===== src/core/suspend_wake_cfg.svh =====
// Constants for the suspend and wake controller
`ifndef SUSPEND_WAKE_CFG_SVH
`define SUSPEND_WAKE_CFG_SVH
`define GPIO_COUNT 8
`define SETTLE_TIME_NS 2000
`define CLOCK_PERIOD_NS 10
`define SETTLE_CYCLES ((`SETTLE_TIME_NS + `CLOCK_PERIOD_NS - 1) / `CLOCK_PERIOD_NS)
`define SETTLE_WIDTH 8
// Last count of the settle window, sized to the counter
`define SETTLE_LAST 8'hc7
`define GPIO_ZERO 8'h00
`define SETTLE_ZERO 8'h00
`define SETTLE_ONE 8'h01
`endif


===== src/core/suspend_wake_pkg.sv =====
// Types for the suspend and wake controller
package suspend_wake_pkg;
  typedef enum logic [1:0] {
    suspend_level_shallow = 2'h0,
    suspend_level_mid = 2'h1,
    suspend_level_deep = 2'h2
  } suspend_level_t;

  typedef enum logic [1:0] {
    st_run = 2'h0,
    st_suspended = 2'h1,
    st_settle = 2'h3
  } power_state_t;

  typedef struct packed {
    logic wake_frame;
    logic wol_frame;
    logic link_change;
  } net_wake_t;
endpackage : suspend_wake_pkg


===== src/core/wake_arm.sv =====
// Per-level arming of the network wake sources; GPIO wake stays armed at every level
`timescale 1ns/1ps
module wake_arm
  import suspend_wake_pkg::*;
(
  input wire suspend_level_t level,
  input wire net_wake_t net_enable,
  output logic arm_gpio,
  output net_wake_t arm_net
);
  always_comb begin
    arm_gpio = 1'b1;
    arm_net = '0;
    case (level)
      suspend_level_shallow: begin
        arm_net.wake_frame = net_enable.wake_frame;
        arm_net.wol_frame = net_enable.wol_frame;
      end
      suspend_level_mid: begin
        arm_net.link_change = net_enable.link_change;
      end
      default: begin
        arm_net = '0;
      end
    endcase
  end
endmodule : wake_arm


===== src/core/usb_suspend_wake_control.sv =====
// Suspend level selection, wake detection and clock gating
`timescale 1ns/1ps
`include "suspend_wake_cfg.svh"
module usb_suspend_wake_control
  import suspend_wake_pkg::*;
(
  input wire logic clock,
  input wire logic reset_n,
  input wire logic level_load,
  input wire suspend_level_t level_select,
  input wire net_wake_t net_enable,
  input wire logic [`GPIO_COUNT-1:0] gpio_wake_enable,
  input wire logic [`GPIO_COUNT-1:0] gpio_in,
  input wire net_wake_t net_event,
  input wire logic suspend_request,
  input wire logic host_resume,
  output suspend_level_t level,
  output logic suspended,
  output logic module_clock_enable,
  output logic mac_run,
  output logic remote_wakeup
);
  // ----------------------------------------
  // Arming
  // ----------------------------------------
  logic arm_gpio;
  net_wake_t arm_net;
  wake_arm wake_arm_inst (
    .level(level),
    .net_enable(net_enable),
    .arm_gpio(arm_gpio),
    .arm_net(arm_net)
  );

  // ----------------------------------------
  // Registers and next values
  // ----------------------------------------
  power_state_t state;
  power_state_t next_state;
  suspend_level_t next_level;
  logic [`GPIO_COUNT-1:0] gpio_last;
  logic [`GPIO_COUNT-1:0] next_gpio_last;
  logic [`SETTLE_WIDTH-1:0] settle;
  logic [`SETTLE_WIDTH-1:0] next_settle;
  logic next_suspended;
  logic next_module_clock_enable;
  logic next_mac_run;
  logic next_remote_wakeup;

  // ----------------------------------------
  // Wake detection
  // ----------------------------------------
  logic [`GPIO_COUNT-1:0] gpio_rise;
  logic gpio_hit;
  logic net_hit;
  logic wake_hit;
  logic resume_hit;
  logic settle_done;

  always_comb begin
    // Rising edge only, so a pin held high at entry does not wake at once
    gpio_rise = gpio_in & ~gpio_last & gpio_wake_enable;
    gpio_hit = arm_gpio && (|gpio_rise);
    // Arming already masks the sources that the level leaves out
    net_hit = |(arm_net & net_event);
    wake_hit = gpio_hit || net_hit;
    resume_hit = host_resume || wake_hit;
    settle_done = (settle == `SETTLE_LAST);
  end

  // ----------------------------------------
  // Pin history
  // ----------------------------------------
  always_comb begin
    next_gpio_last = gpio_in;
  end

  always_ff @(posedge clock or negedge reset_n) begin
    if (!reset_n) begin
      gpio_last <= `GPIO_ZERO;
    end else begin
      gpio_last <= next_gpio_last;
    end
  end

  // ----------------------------------------
  // Suspend level
  // ----------------------------------------
  always_comb begin
    next_level = level;
    // Changing level mid-suspend would rearm sources behind the host
    if (level_load && (state == st_run)) begin
      next_level = level_select;
    end
  end

  always_ff @(posedge clock or negedge reset_n) begin
    if (!reset_n) begin
      level <= suspend_level_deep;
    end else begin
      level <= next_level;
    end
  end

  // ----------------------------------------
  // Power state
  // ----------------------------------------
  always_comb begin
    next_state = state;
    case (state)
      st_run: begin
        if (suspend_request) begin
          next_state = st_suspended;
        end
      end
      st_suspended: begin
        if (resume_hit) begin
          next_state = st_settle;
        end
      end
      st_settle: begin
        if (settle_done) begin
          next_state = st_run;
        end
      end
      default: begin
        next_state = st_run;
      end
    endcase
  end

  always_ff @(posedge clock or negedge reset_n) begin
    if (!reset_n) begin
      state <= st_run;
    end else begin
      state <= next_state;
    end
  end

  // ----------------------------------------
  // Settle counter
  // ----------------------------------------
  always_comb begin
    next_settle = settle;
    case (state)
      st_suspended: begin
        next_settle = `SETTLE_ZERO;
      end
      st_settle: begin
        if (!settle_done) begin
          next_settle = settle + `SETTLE_ONE;
        end
      end
      default: begin
        next_settle = `SETTLE_ZERO;
      end
    endcase
  end

  always_ff @(posedge clock or negedge reset_n) begin
    if (!reset_n) begin
      settle <= `SETTLE_ZERO;
    end else begin
      settle <= next_settle;
    end
  end

  // ----------------------------------------
  // Wake request
  // ----------------------------------------
  always_comb begin
    next_remote_wakeup = 1'b0;
    // Host resume wins; a host-led resume needs no wake request
    if ((state == st_suspended) && wake_hit && !host_resume) begin
      next_remote_wakeup = 1'b1;
    end
  end

  always_ff @(posedge clock or negedge reset_n) begin
    if (!reset_n) begin
      remote_wakeup <= 1'b0;
    end else begin
      remote_wakeup <= next_remote_wakeup;
    end
  end

  // ----------------------------------------
  // Status outputs
  // ----------------------------------------
  always_comb begin
    next_suspended = (next_state == st_suspended);
    // Clocks stop in every level; deeper levels also cut supplies outside this block
    next_module_clock_enable = (next_state != st_suspended);
    // MAC held through settle so it never sees an unsteady clock
    next_mac_run = (next_state == st_run);
  end

  always_ff @(posedge clock or negedge reset_n) begin
    if (!reset_n) begin
      suspended <= 1'b0;
      module_clock_enable <= 1'b1;
      mac_run <= 1'b1;
    end else begin
      suspended <= next_suspended;
      module_clock_enable <= next_module_clock_enable;
      mac_run <= next_mac_run;
    end
  end
endmodule : usb_suspend_wake_control


===== config.mk =====
export PLATFORM = sky130hd
export DESIGN_NAME = usb_suspend_wake_control
export DESIGN_NICKNAME = d
export VERILOG_FILES = /design/src/core/suspend_wake_pkg.sv /design/src/core/wake_arm.sv /design/src/core/usb_suspend_wake_control.sv
export VERILOG_INCLUDE_DIRS = /design/src /design/src/core
export SDC_FILE = /design/constraint.sdc
export NUM_CORES = 1
export LEC_CHECK = 0
export ABC_AREA = 1
export BUFFER_PORTS_ARGS = -buffer_cell sky130_fd_sc_hd__buf_2
export CAP_MARGIN = 20
export CORE_ASPECT_RATIO = 0.9
export CORE_MARGIN = 4
export CORE_UTILIZATION = 40
export CTS_BUF_LIST = sky130_fd_sc_hd__clkbuf_16
export CTS_CLUSTER_SIZE = 16
export DETAILED_ROUTE_END_ITERATION = 8
export GPL_TIMING_DRIVEN = 0
export PLACE_DENSITY_LB_ADDON = 0.12
export SLEW_MARGIN = 20
export SYNTH_ARGS = -nofsm -noshare
export SYNTH_HDL_FRONTEND = slang
export SYNTH_SLANG_ARGS = --single-unit
export TNS_END_PERCENT = 100

===== constraint.sdc =====
create_clock -name clock -period 2.71 [get_ports clock]
set_input_delay 0.4065 -clock clock [delete_from_list [all_inputs] [get_ports clock]]
set_output_delay 0.4065 -clock clock [all_outputs]
set_load 0.005 [all_outputs]

**Yosys cells after proc, flatten, opt, wreduce, memory -nomap -nowiden**

Index checks and enable logic that the tools add are counted.

- Output and inout bits: 6
- Logic and storage cells: 40
- Input bits: 29
- Flip-flop bits (word level): 24

- Reduce and logical (&&, ||, !) cells: 11
- Muxes and demuxes: 9
- Bitwise gates (word level): 4
- Equal/unequal tests: 7
- $add $sub $neg: 1

Operator list:

| operator | count |
|---|---|
| 8-bit bitwise AND | 2 |
| 8-bit two-way mux | 2 |
| 8-bit by 1-bit adder with 8-bit output (second input constant) | 1 |
| 8-bit == test (second input constant) | 1 |
| 2-bit two-way mux | 4 |
| 8-bit NOT | 1 |
| 8-bit OR reduction | 1 |
| 2-bit by 1-bit == test with 1-bit output (second input constant) | 3 |
| 2-bit logical NOT | 3 |
| 2-bit one-hot mux with 3 select lines | 1 |
| 3-bit bitwise AND | 1 |
| 1-bit logical AND | 3 |
| 3-bit OR reduction | 1 |
| 2-bit == test (second input constant) | 1 |
| 1-bit logical OR | 2 |
| 1-bit two-way mux | 2 |
| 2-bit by 1-bit != test with 1-bit output (second input constant) | 1 |
| 2-bit != test (second input constant) | 1 |
| 1-bit logical NOT | 1 |

**Longest topological paths before layout**

Gate-level depths: netlist (run 1).

- Depth after elaboration: 9
- Mapped depth: 8
- Depth with buffers taken out: 8

**Modules after synthesis**

Synthesis (run 1) repeated with hierarchy kept, for this count alone.

- Cells, all modules: 119
- Area total of the unflattened synthesis: 1089.8 um^2

By module, submodules not included:

| module | times used | cells each | sequential area each (um^2) | area each (um^2) |
|---|---|---|---|---|
| usb_suspend_wake_control | 1 | 108 | 604.3 | 1044.8 |
| wake_arm | 1 | 11 | 0.0 | 45.0 |

**Worst setup path before layout (run 1)**

OpenSTA, ideal clock, no wires.

- Path kind: register -> register
- Start point: register settle[0]
- End point: register suspended
- Clock period less this slack: 1.167 ns
- Buffers on the path: 0
- Slack: 1.543 ns
- Arrival time: 1.099 ns
- Data required time: 2.641 ns
- Library setup time: 0.069 ns
- Stages on the path, launching flop included: 7
- Cells stage by stage: dfrtp_1 -> ha_1 -> nand4_2 -> nand2_1 -> o21ai_2 -> clkinv_2 -> nor2_2

- Longest elaborated chain between the ends: 4

RTL lines:

| item | line | source |
|---|---|---|
| from (decl) | usb_suspend_wake_control.sv:43 | `` logic [`SETTLE_WIDTH-1:0] settle; `` |
| from (signal assigned) | usb_suspend_wake_control.sv:162 | `` settle <= `SETTLE_ZERO; `` |
| from (signal assigned) | usb_suspend_wake_control.sv:164 | `settle <= next_settle;` |
| 8-bit == test (no source line) | n/a |  |
| 2-bit two-way mux | usb_suspend_wake_control.sv:122 | `if (settle_done) begin` |
| 2-bit one-hot mux with 3 select lines | usb_suspend_wake_control.sv:110 | `case (state)` |
| net next_state[0] | usb_suspend_wake_control.sv:39 | `power_state_t next_state;` |
| 2-bit by 1-bit == test with 1-bit output | usb_suspend_wake_control.sv:191 | `next_suspended = (next_state == st_suspended);` |
| net next_suspended | usb_suspend_wake_control.sv:45 | `logic next_suspended;` |
| to (signal assigned) | usb_suspend_wake_control.sv:204 | `suspended <= next_suspended;` |
| to (decl) | usb_suspend_wake_control.sv:18 | `output logic suspended,` |

The timed path passes the listed nets, and every way through them passes these cells.
A chain may end at the register's enable or synchronous reset.

**Worst setup path after layout (run 1)**

- Start point: register level[1]
- End point: output port level[1]

RTL lines:

| item | line | source |
|---|---|---|
| from (decl) | usb_suspend_wake_control.sv:17 | `output suspend_level_t level,` |
| from (signal assigned) | usb_suspend_wake_control.sv:99 | `level <= suspend_level_deep;` |
| from (signal assigned) | usb_suspend_wake_control.sv:101 | `level <= next_level;` |

No word-level cell between the ends.

==> impl_metrics.json, run 1 <==
{
  "cp-end-kind": "output pin",
  "grt_pass1_vias": 791,
  "grt_util_all_layers_pct": 12.8,
  "gr-total-overflow": 0,
  "wp_data_arrival_ps": 890,
  "async_reset_ff_share_pct": 100,
  "status": "complete, no violations",
  "gp_congestion": 0.766,
  "die-height_um": 56.1,
  "pin_count_of_the_biggest_net_entering_global_routing": 25,
  "clk-insertion-delay-late_ps": 250,
  "cp-start-kind": "flop",
  "cts_max_level": 1,
  "cts.clk_slew.worst_paths_ps": 60,
  "fin_crit_period_ps": 1300,
  "cts_setup_buffers": 0,
  "post-synth-top-area-cell": "sky130_fd_sc_hd__dfrtp_1",
  "finalSetupViolCount": 0,
  "initial_utilization_pct": 42.0,
  "remaining_drc_errors": 0,
  "fp.dieArea_um2": 3450,
  "worstHoldPathType": "input port to asynchronous set/reset pin",
  "max_clock_freq_mhz": 769,
  "synth_seq_area_share_pct": 58.8,
  "fraction_of_layout_cells_with_a_size_suffix_above_1_pct": 35.9,
  "fp.dieW_um": 61.5,
  "cts_tree": "yes",
  "synthDominantCellAreaShare_pct": 51.1,
  "tritoncts_num_sinks": 24,
  "setup_total_negative_slack_ps": 0,
  "synth_commonest_cells": "sky130_fd_sc_hd__dfrtp_1, sky130_fd_sc_hd__nand2_1, sky130_fd_sc_hd__inv_1",
  "synth_enable_flop_cells": 0,
  "p_comb_share_pct": 5.6,
  "ys.flop_type": "sky130_fd_sc_hd__dfrtp_1",
  "critPathRequiredTime_ps": 2300,
  "cts-root-to-sink-buffers": 2,
  "slew_violations": 0,
  "timing_hold_violations_final": 0,
  "floorplan.rows": 17,
  "syn-num-nets": 134,
  "power_density_nw_per_um2": 546,
  "cts.hold.buffers_added": 0,
  "power.share.switching_pct": 18.9,
  "via_count": 807,
  "dpl.hpwl_mm": 1.55,
  "critical-path-max-stage-delay_ps": 530,
  "post_synth_inst_count": 104,
  "cts_made_buffers": 3,
  "drv.max_cap_violation_count": 0,
  "antenna_violating_nets_post_route": 0,
  "internal-power_mw": 0.582,
  "drt-wirelength-per-cell_um": 11.4,
  "finish.net_count": 173,
  "wire_length_of_the_first_global_routing_pass_mm": 3.33,
  "finalWorstSetupSlack_ps": 1410,
  "core_um2": 2450,
  "wirelength_mm": 1.94,
  "worst_pin_slew_ps": 501,
  "pin_count": 35,
  "cpLargestDelayFamily": "flip-flops",
  "rsz0062_at_grt": "no",
  "syn-cell-area_um2": 1030,
  "cts.root.buffer_cell": "sky130_fd_sc_hd__clkbuf_16",
  "ys_types": 22,
  "leading_cell_types_by_total_area_after_synthesis": "sky130_fd_sc_hd__dfrtp_1, sky130_fd_sc_hd__dfstp_2, sky130_fd_sc_hd__nand2_1",
  "net_switching_mw": 0.135,
  "top_fanout_value_on_the_critical_path": 3,
  "power_frac_clock_pct": 43.4,
  "synthToLayoutAreaGrowth_pct": 27.6,
  "buf_inv_on_cp": 1,
  "clock-skew-final_ps": 1.51,
  "seqPwrFrac_pct": 51.0,
  "headroom_to_the_max_slew_limit_pct": 66.6,
  "viasPerCell": 4.75,
  "layout_worst_path_cycle_share_pct": 48.0,
  "crit_chain": "buf_2",
  "nFillCells": 239,
  "dp_slack_ps": 1430,
  "avgSynthCellArea_um2": 9.89,
  "drtPass1Iterations": 4,
  "p_leak_nw": 0.718,
  "yosys_register_bits": 24,
  "setup.worst_path.class": "flop to output pin",
  "synth_warnings": 0,
  "drtIter0Drc": 29,
  "yosysMostFrequentCell": "sky130_fd_sc_hd__dfrtp_1",
  "io_buffer_count": 34,
  "n_antenna_cell": 0,
  "cell_at_the_slowest_stage_of_the_critical_path": "sky130_fd_sc_hd__dfstp_2",
  "cts_resized": 0,
  "max-vdd-ir-drop_v": 0.000448,
  "antenna_found_initial": 0
}
-- power groups by stage --
stage                     sequential, mW  clock [mW]  combinational [mW]
after floorplan                    0.372           0              0.0115
after global placement             0.372           0              0.0402
after detailed placement           0.372           0              0.0415
after CTS                          0.366       0.322              0.0416
after global routing               0.366       0.339              0.0472
final                              0.366       0.311              0.0399
-- worst register-to-register path, delay by kind of cell (launching register included) --
| kind | cells | cell delay, ps |
|---|---|---|
| compound gates | 1 | 90 |
| fa+ha+maj | 1 | 270 |
| buf+inv | 1 | 100 |
| flops | 1 | 410 |
| simple gates | 3 | 350 |
-- worst paths after layout --
kind,start,to,slack [ps],depth (start not counted)
worst min register to register,settle[1],settle[1],530,2
min in group clock,gpio_in[3],gpio_last[3],270,1
max in group asynchronous,reset_n,mac_run,2240,1
worst max-delay path,level[1],level[1],1410,1
worst min-delay path,reset_n,gpio_last[6],120,1
worst max register to register,settle[0],suspended,1410,6
-- registers in the layout (all words and copies together), names as in the netlist --
name / count
mac_run: 1
gpio_last: 8
level: 2
module_clock_enable: 1
settle: 8
suspended: 1
remote_wakeup: 1
state: 2
-- layout by cell type (no fill, tap or decap) --
cell / count
sky130_fd_sc_hd__o21ai_0: 2
sky130_fd_sc_hd__nor3b_1: 1
sky130_fd_sc_hd__xnor2_1: 2
sky130_fd_sc_hd__a21oi_1: 4
sky130_fd_sc_hd__nor3_2: 1
sky130_fd_sc_hd__nand2_1: 19
sky130_fd_sc_hd__nand3b_1: 5
sky130_fd_sc_hd__clkinv_2: 1
sky130_fd_sc_hd__nor3_1: 1
sky130_fd_sc_hd__nand2_2: 1
sky130_fd_sc_hd__dfstp_2: 3
sky130_fd_sc_hd__mux2_2: 2
sky130_fd_sc_hd__dfrtp_1: 21
sky130_fd_sc_hd__nor2_1: 10
sky130_fd_sc_hd__o21ai_2: 1
sky130_fd_sc_hd__ha_1: 1
sky130_fd_sc_hd__buf_2: 34
sky130_fd_sc_hd__clkinv_1: 1
sky130_fd_sc_hd__nand4_1: 2
sky130_fd_sc_hd__nand3_1: 10
sky130_fd_sc_hd__nor2_2: 2
sky130_fd_sc_hd__inv_1: 12
sky130_fd_sc_hd__clkbuf_16: 3
sky130_fd_sc_hd__nand3_2: 2
sky130_fd_sc_hd__nand4_2: 1
-- area by class of cell --
type / instances / area [µm²] / area share [%]
Multi-Input combinational cell: 67 / 374 / 28.5
Inverter: 13 / 50.0 / 3.81
Clock buffer: 3 / 75.1 / 5.72
Sequential cell: 24 / 604 / 46.0
Clock inverter: 1 / 3.75 / 0.286
Timing Repair Buffer: 34 / 170 / 13.0
Tap cell: 28 / 35.0 / 2.67
-- per-layer routing --
layer / track usage (%) / share of wire, % / vias to the layer above
met2: 19.2 / 46 / 22
met3: 4.87 / 6.8 / 2
met1: 16.7 / 47 / 370
li1: - / - / 413
met5: 0 / 0 / -
met4: 4.55 / 0.77 / 0
-- cell families after synthesis --
logic type | synth area share (%)
compound gates | 3.77
xor+xnor | 1.70
fa+ha+maj | 1.22
buf+inv | 4.87
flops | 58.8
mux | 2.19
simple gates | 27.5
-- metrics by stage --
stage | instance area [µm²] | hold WS (ps) | util, % | power (mW) | std cells
floorplan | 1030 | 111 | - | 0.383 | 104
global placement | 1230 | 416 | 50.4 | 0.412 | 166
detailed placement | 1230 | 415 | 50.4 | 0.414 | 166
CTS | 1310 | 138 | 53.7 | 0.730 | 170
global route | 1310 | 160 | 53.7 | 0.753 | 170
finish | 1310 | 118 | 53.7 | 0.717 | 170
Power figures use the tool's default switching activity.
==> run 2: changes to the inputs <==
Settings changed: ABC_AREA 1 to 0.
Clock period 2.71 ns to 1.3 ns, I/O delays scaled along.
==> impl_metrics.json, run 2 <==
{
  "status": "complete, but fails checks",
  "failed_checks": "setup timing",
  "pin_count_of_the_biggest_net_entering_global_routing": 25,
  "ys.flop_type": "sky130_fd_sc_hd__dfrtp_1",
  "timing_hold_violations_final": 0,
  "io_buffer_count": 34,
  "fraction_of_layout_cells_with_a_size_suffix_above_1_pct": 45.0,
  "hold_path.startpoint": "gpio_in[0]",
  "cts.clk_slew.worst_paths_ps": 60,
  "core_um2": 2280,
  "remaining_drc_errors": 0,
  "highest_count_cells_in_the_layout_ignoring_fill_and_taps": "sky130_fd_sc_hd__buf_2, sky130_fd_sc_hd__dfrtp_1, sky130_fd_sc_hd__nand3b_1, sky130_fd_sc_hd__nor2_1, sky130_fd_sc_hd__buf_4",
  "finalSetupViolCount": 3,
  "cts_tree": "yes",
  "synth_enable_flop_cells": 0,
  "die-height_um": 55.5,
  "finalWorstSetupSlack_ps": -24.9,
  "dpl.hpwl_mm": 1.48,
  "top_fanout_value_on_the_critical_path": 6,
  "cts-root-to-sink-buffers": 2,
  "power.total_mw": 2.14,
  "finish.net_count": 160,
  "layout_worst_path_cycle_share_pct": 102,
  "net_switching_mw": 0.568,
  "leading_cell_types_by_total_area_after_synthesis": "sky130_fd_sc_hd__dfrtp_1, sky130_fd_sc_hd__dfstp_2, sky130_fd_sc_hd__nand3b_1",
  "fin_crit_period_ps": 1320,
  "via_count": 790,
  "critPathRequiredTime_ps": 1440,
  "initial_utilization_pct": 43.9,
  "synth_commonest_cells": "sky130_fd_sc_hd__dfrtp_1, sky130_fd_sc_hd__nand3b_1, sky130_fd_sc_hd__nor2_1",
  "top_regs": "gpio_last (8), settle (8)",
  "drtPass1Iterations": 4,
  "cts_made_buffers": 3,
  "internal-power_mw": 1.58,
  "yosys_register_bits": 24,
  "hold_depth": 1,
  "ff2ff_path_depth": 5,
  "min_to": "gpio_last[0]",
  "pin_count": 35,
  "power_frac_clock_pct": 30.4,
  "gr-total-overflow": 0,
  "wire_length_of_the_first_global_routing_pass_mm": 3.55,
  "synthToLayoutAreaGrowth_pct": 39.9,
  "wirelength_mm": 2.07,
  "wp_data_arrival_ps": 1460,
  "post-synth-top-area-cell": "sky130_fd_sc_hd__dfrtp_1",
  "cts.root.buffer_cell": "sky130_fd_sc_hd__clkbuf_16",
  "clk-insertion-delay-late_ps": 260,
  "drv.max_cap_violation_count": 0,
  "cts_max_level": 1,
  "antenna_violating_nets_post_route": 0,
  "yosysMostFrequentCell": "sky130_fd_sc_hd__dfrtp_1",
  "max_clock_freq_mhz": 755,
  "drt-wirelength-per-cell_um": 13.2,
  "synthDominantCellAreaShare_pct": 52.5,
  "seqPwrFrac_pct": 45.1,
  "placed_area_um2": 1200,
  "antenna_found_initial": 0,
  "synth_seq_area_share_pct": 60.4,
  "cp-end-kind": "flop",
  "worstHoldPathType": "input port to flop",
  "clock-skew-final_ps": 5.30,
  "power_density_nw_per_um2": 1530,
  "timing.reg2reg.setup_slack_ps": -20,
  "grt_util_all_layers_pct": 13.8,
  "floorplan.rows": 16,
  "drtIter0Drc": 29,
  "dp_slack_ps": -287,
  "p_leak_nw": 0.674,
  "p_comb_share_pct": 24.5,
  "fp.dieW_um": 60.7,
  "n_antenna_cell": 0,
  "max-vdd-ir-drop_v": 0.00125,
  "ys_types": 27,
  "reg2reg_to": "settle[1]",
  "worst_pin_slew_ps": 513,
  "gp_congestion": 0.759,
  "setup.worst_path.class": "flop to flop",
  "nFillCells": 202,
  "fp.dieArea_um2": 3370,
  "rsz0062_at_grt": "yes",
  "viasPerCell": 5.06,
  "syn-num-nets": 112,
  "grt_pass1_vias": 829,
  "post_synth_inst_count": 82,
  "slew_violations": 0,
  "headroom_to_the_max_slew_limit_pct": 65.8,
  "cp-start-kind": "flop",
  "power.share.switching_pct": 26.5,
  "async_reset_ff_share_pct": 100,
  "syn-cell-area_um2": 1000,
  "avgSynthCellArea_um2": 12.2,
  "tritoncts_num_sinks": 24,
  "synth_warnings": 0,
  "r2r_start": "settle[4]",
  "fin_area_um2": 1400,
  "layout_commonest_cell": "sky130_fd_sc_hd__buf_2"
}
run 2: cell types whose count changed after synthesis, moves of 3 or more:
cell | previous run | this run
sky130_fd_sc_hd__inv_1 | 12 | 1
sky130_fd_sc_hd__nand2_1 | 19 | 4
sky130_fd_sc_hd__nand3_1 | 10 | 4
sky130_fd_sc_hd__nand3b_1 | 5 | 9
sky130_fd_sc_hd__nor3_1 | 1 | 4
sky130_fd_sc_hd__xor2_1 | 0 | 5
run 2: metal layers:
layer	wire (µm)	GRT usage [%]	up-vias	share of wire (%)
met5	0	0	-	0
met4	36	5.57	0	1.7
met3	123	4.90	4	6.0
met2	975	20.6	26	47
met1	930	18.0	370	45
li1	-	-	390	-
run 2: per-stage QoR:
step / hold slack [ps] / util (%) / std cells / TNS (ps)
2_1_floorplan: -101 / - / 82 / -161
3_3_place_gp: 206 / 52.8 / 143 / -1020
3_5_place_dp: 203 / 52.8 / 143 / -1690
4_1_cts: 56.9 / 59.8 / 154 / -104
5_1_grt: 51.8 / 61.3 / 156 / -322
6_report: 60.0 / 61.3 / 156 / -42.6
run 2: power by group through the flow:
stage	clock, mW	combinational, mW	sequential, mW
4_1_cts	0.673	0.447	0.970
3_5_place_dp	0	0.350	0.974
6_report	0.652	0.524	0.968
2_1_floorplan	0	0.222	0.951
5_1_grt	0.707	0.587	0.980
3_3_place_gp	0	0.340	0.966
run 2: cell families (layout without fill, tap and decap cells):
group	Yosys count	after routing	synth area share, %
adder cells (fa/ha/maj)	1	1	1.25
AND/OR/NAND/NOR	39	39	23.3
flip-flops	24	24	60.4
AO/OA/AOI/OAI	8	8	6.25
buffers and inverters	1	48	0.375
XOR/XNOR	6	6	5.25
multiplexers	3	3	3.25
run 2: how the worst max path moves through the flow:
stage | to | from | slack, ps
after CTS | settle[1] | settle[1] | -60
after global placement | state[0] | settle[0] | -210
after detailed placement | state[0] | settle[0] | -290
after floorplan | state[0] | settle[4] | -70
final | settle[1] | settle[4] | -20
after global routing | settle[1] | settle[4] | -100
run 2: layout make-up:
type,instances,area (µm²),area share (%)
Clock inverter,1,3.75,0.268
Tap cell,27,33.8,2.41
Multi-Input combinational cell,57,432,30.8
Clock buffer,3,75.1,5.36
Timing Repair Buffer,43,248,17.7
Sequential cell,24,604,43.2
Inverter,1,3.75,0.268
run 2: worst max-delay path, stage by stage, from the launching register on:
cell	delay, ps
sky130_fd_sc_hd__dfrtp_1	380
sky130_fd_sc_hd__nand3b_1	200
sky130_fd_sc_hd__nor4_4	230
sky130_fd_sc_hd__buf_6	160
sky130_fd_sc_hd__mux2i_1	180
sky130_fd_sc_hd__nor2_1	60
run 2: repair_timing:
action                                  CTS  global route
endpoints found under the hold margin    21             0
hold buffers                              1             0
endpoints found under the setup margin    9             9
pin swaps                                 2             5
buffers inserted                          6             2
gates resized for setup                   5             5
==> run 3: changes to the inputs <==
Settings changed: HOLD_SLACK_MARGIN set to 0.12, RECOVER_POWER set to 100.
==> impl_metrics.json, run 3 (synthesized netlist as in run 2, its figures left out) <==
{
  "failed_checks": "setup timing",
  "fin_crit_period_ps": 1330,
  "drtPass1Iterations": 4,
  "clk-insertion-delay-late_ps": 260,
  "power.total_mw": 2.14,
  "antenna_violating_nets_post_route": 0,
  "cpLargestDelayFamily": "simple AND/OR/NAND/NOR gates",
  "setup.worst_path.class": "flop to flop",
  "n_antenna_cell": 0,
  "cts_max_level": 1,
  "core_um2": 2280,
  "cts-root-to-sink-buffers": 2,
  "gr-total-overflow": 0,
  "cts.clk_slew.worst_paths_ps": 60,
  "die-height_um": 55.5,
  "finish.net_count": 164,
  "post-place-cells": 143,
  "buf_inv_on_cp": 1,
  "timing_hold_violations_final": 0,
  "min_to": "level[0]",
  "grt_util_all_layers_pct": 14.5,
  "clock-skew-final_ps": 5.60,
  "viasPerCell": 5.11,
  "headroom_to_the_max_slew_limit_pct": 61.7,
  "cts_made_buffers": 3,
  "io_buffer_count": 34,
  "hold_depth": 2,
  "drtIter0Drc": 30,
  "finalWorstSetupSlack_ps": -25.6,
  "timing.reg2reg.setup_slack_ps": -30,
  "critPathRequiredTime_ps": 1440,
  "worst_pin_slew_ps": 575,
  "floorplan.rows": 16,
  "grt_pass1_vias": 886,
  "slew_violations": 0,
  "finalSetupViolCount": 3,
  "dpl.hpwl_mm": 1.48,
  "layout_commonest_cell": "sky130_fd_sc_hd__buf_2",
  "drv.max_cap_violation_count": 0,
  "status": "complete, but fails checks",
  "pin_count_of_the_biggest_net_entering_global_routing": 25,
  "finish.utilization_pct": 63.8,
  "pin_count": 35,
  "cts.root.buffer_cell": "sky130_fd_sc_hd__clkbuf_16",
  "via_count": 817,
  "hold_path.startpoint": "level_select[0]",
  "top_fanout_value_on_the_critical_path": 6,
  "r2r_start": "settle[4]",
  "cp-end-kind": "flop",
  "worstHoldPathType": "input port to flop",
  "fp.dieW_um": 60.7,
  "placed_area_um2": 1200,
  "antenna_found_initial": 0,
  "fp.dieArea_um2": 3370,
  "wire_length_of_the_first_global_routing_pass_mm": 3.75,
  "cell_at_the_slowest_stage_of_the_critical_path": "sky130_fd_sc_hd__dfrtp_1",
  "reg2reg_to": "settle[1]",
  "max-vdd-ir-drop_v": 0.00125,
  "wirelength_mm": 2.09,
  "tritoncts_num_sinks": 24,
  "launching_element_of_the_worst_setup_path": "settle[4]",
  "max_clock_freq_mhz": 754,
  "dp_slack_ps": -287,
  "gp_congestion": 0.759,
  "cts_tree": "yes",
  "cp-start-kind": "flop",
  "fin_area_um2": 1460,
  "ff2ff_path_depth": 5,
  "drt-wirelength-per-cell_um": 13.1,
  "p_leak_nw": 0.668,
  "power_density_nw_per_um2": 1470,
  "top_regs": "gpio_last (8), settle (8)",
  "synthToLayoutAreaGrowth_pct": 45.4,
  "critical-path-max-stage-delay_ps": 380,
  "crit_chain": "nand3b_1 > nor4_4 > buf_6 > mux2i_1 > nor2_1",
  "rsz0062_at_grt": "yes",
  "wp_data_arrival_ps": 1460,
  "non_filler_instance_count_after_layout": 160,
  "fraction_of_layout_cells_with_a_size_suffix_above_1_pct": 34.6,
  "initial_utilization_pct": 43.9,
  "remaining_drc_errors": 0,
  "layout_worst_path_cycle_share_pct": 102,
  "highest_count_cells_in_the_layout_ignoring_fill_and_taps": "sky130_fd_sc_hd__buf_2, sky130_fd_sc_hd__dfrtp_1, sky130_fd_sc_hd__nand3b_1, sky130_fd_sc_hd__nor2_1, sky130_fd_sc_hd__dlygate4sd3_1"
}
-- run 3: cell types whose count changed in the layout (fill, tap and decap cells not counted) --
cell | before | now
sky130_fd_sc_hd__clkbuf_1 | 0 | 6
sky130_fd_sc_hd__buf_4 | 6 | 5
sky130_fd_sc_hd__dfstp_2 | 3 | 2
sky130_fd_sc_hd__buf_2 | 34 | 23
sky130_fd_sc_hd__dlygate4sd3_1 | 1 | 8
sky130_fd_sc_hd__dfstp_1 | 0 | 1
sky130_fd_sc_hd__clkdlybuf4s25_1 | 0 | 2
sky130_fd_sc_hd__clkbuf_2 | 0 | 1
-- run 3: worst max-delay path by stage --
| stage | end | slack (ps) | depth (start not counted) |
|---|---|---|---|
| floorplan | state[0] | -70 | 4 |
| global placement | state[0] | -210 | 5 |
| detailed placement | state[0] | -290 | 5 |
| CTS | settle[1] | -60 | 6 |
| global route | settle[1] | -100 | 5 |
| finish | settle[1] | -30 | 5 |
-- run 3: power breakdown --
part,internal [mW],total [mW],leakage (nW),switching (mW)
logic,0.305,0.523,0.340,0.218
clock network,0.410,0.652,0.0385,0.242
registers,0.857,0.964,0.290,0.108
-- run 3: area by class of cell --
class	instances	area, µm²
fillers	199	827
flip-flops and latches	24	604
multi-input cells	57	432
repair buffers	47	303
clock buffers	3	75.1
well taps	27	33.8
clock inverters	1	3.75
inverters	1	3.75
-- run 3: routing by layer --
layer	global-route usage [%]	share of wire (%)	vias to the layer above
li1	-	-	398
met1	18.4	44	387
met2	22.4	48	28
met5	0	0	-
met3	4.90	5.5	4
met4	5.57	1.7	0
-- run 3: what timing repair did --
item / CTS / global route
setup buffers: 6 / 2
pin swaps: 2 / 9
resized for setup: 5 / 7
hold buffers: 10 / 0
setup endpoints to repair: 9 / 11
endpoints found under the hold margin: 30 / 0
-- run 3: metrics by stage --
stage / hold slack, ps / TNS [ps]
4_1_cts: 173 / -104
5_1_grt: 170 / -340
2_1_floorplan: -101 / -161
3_3_place_gp: 206 / -1020
6_report: 176 / -45.9
3_5_place_dp: 203 / -1690
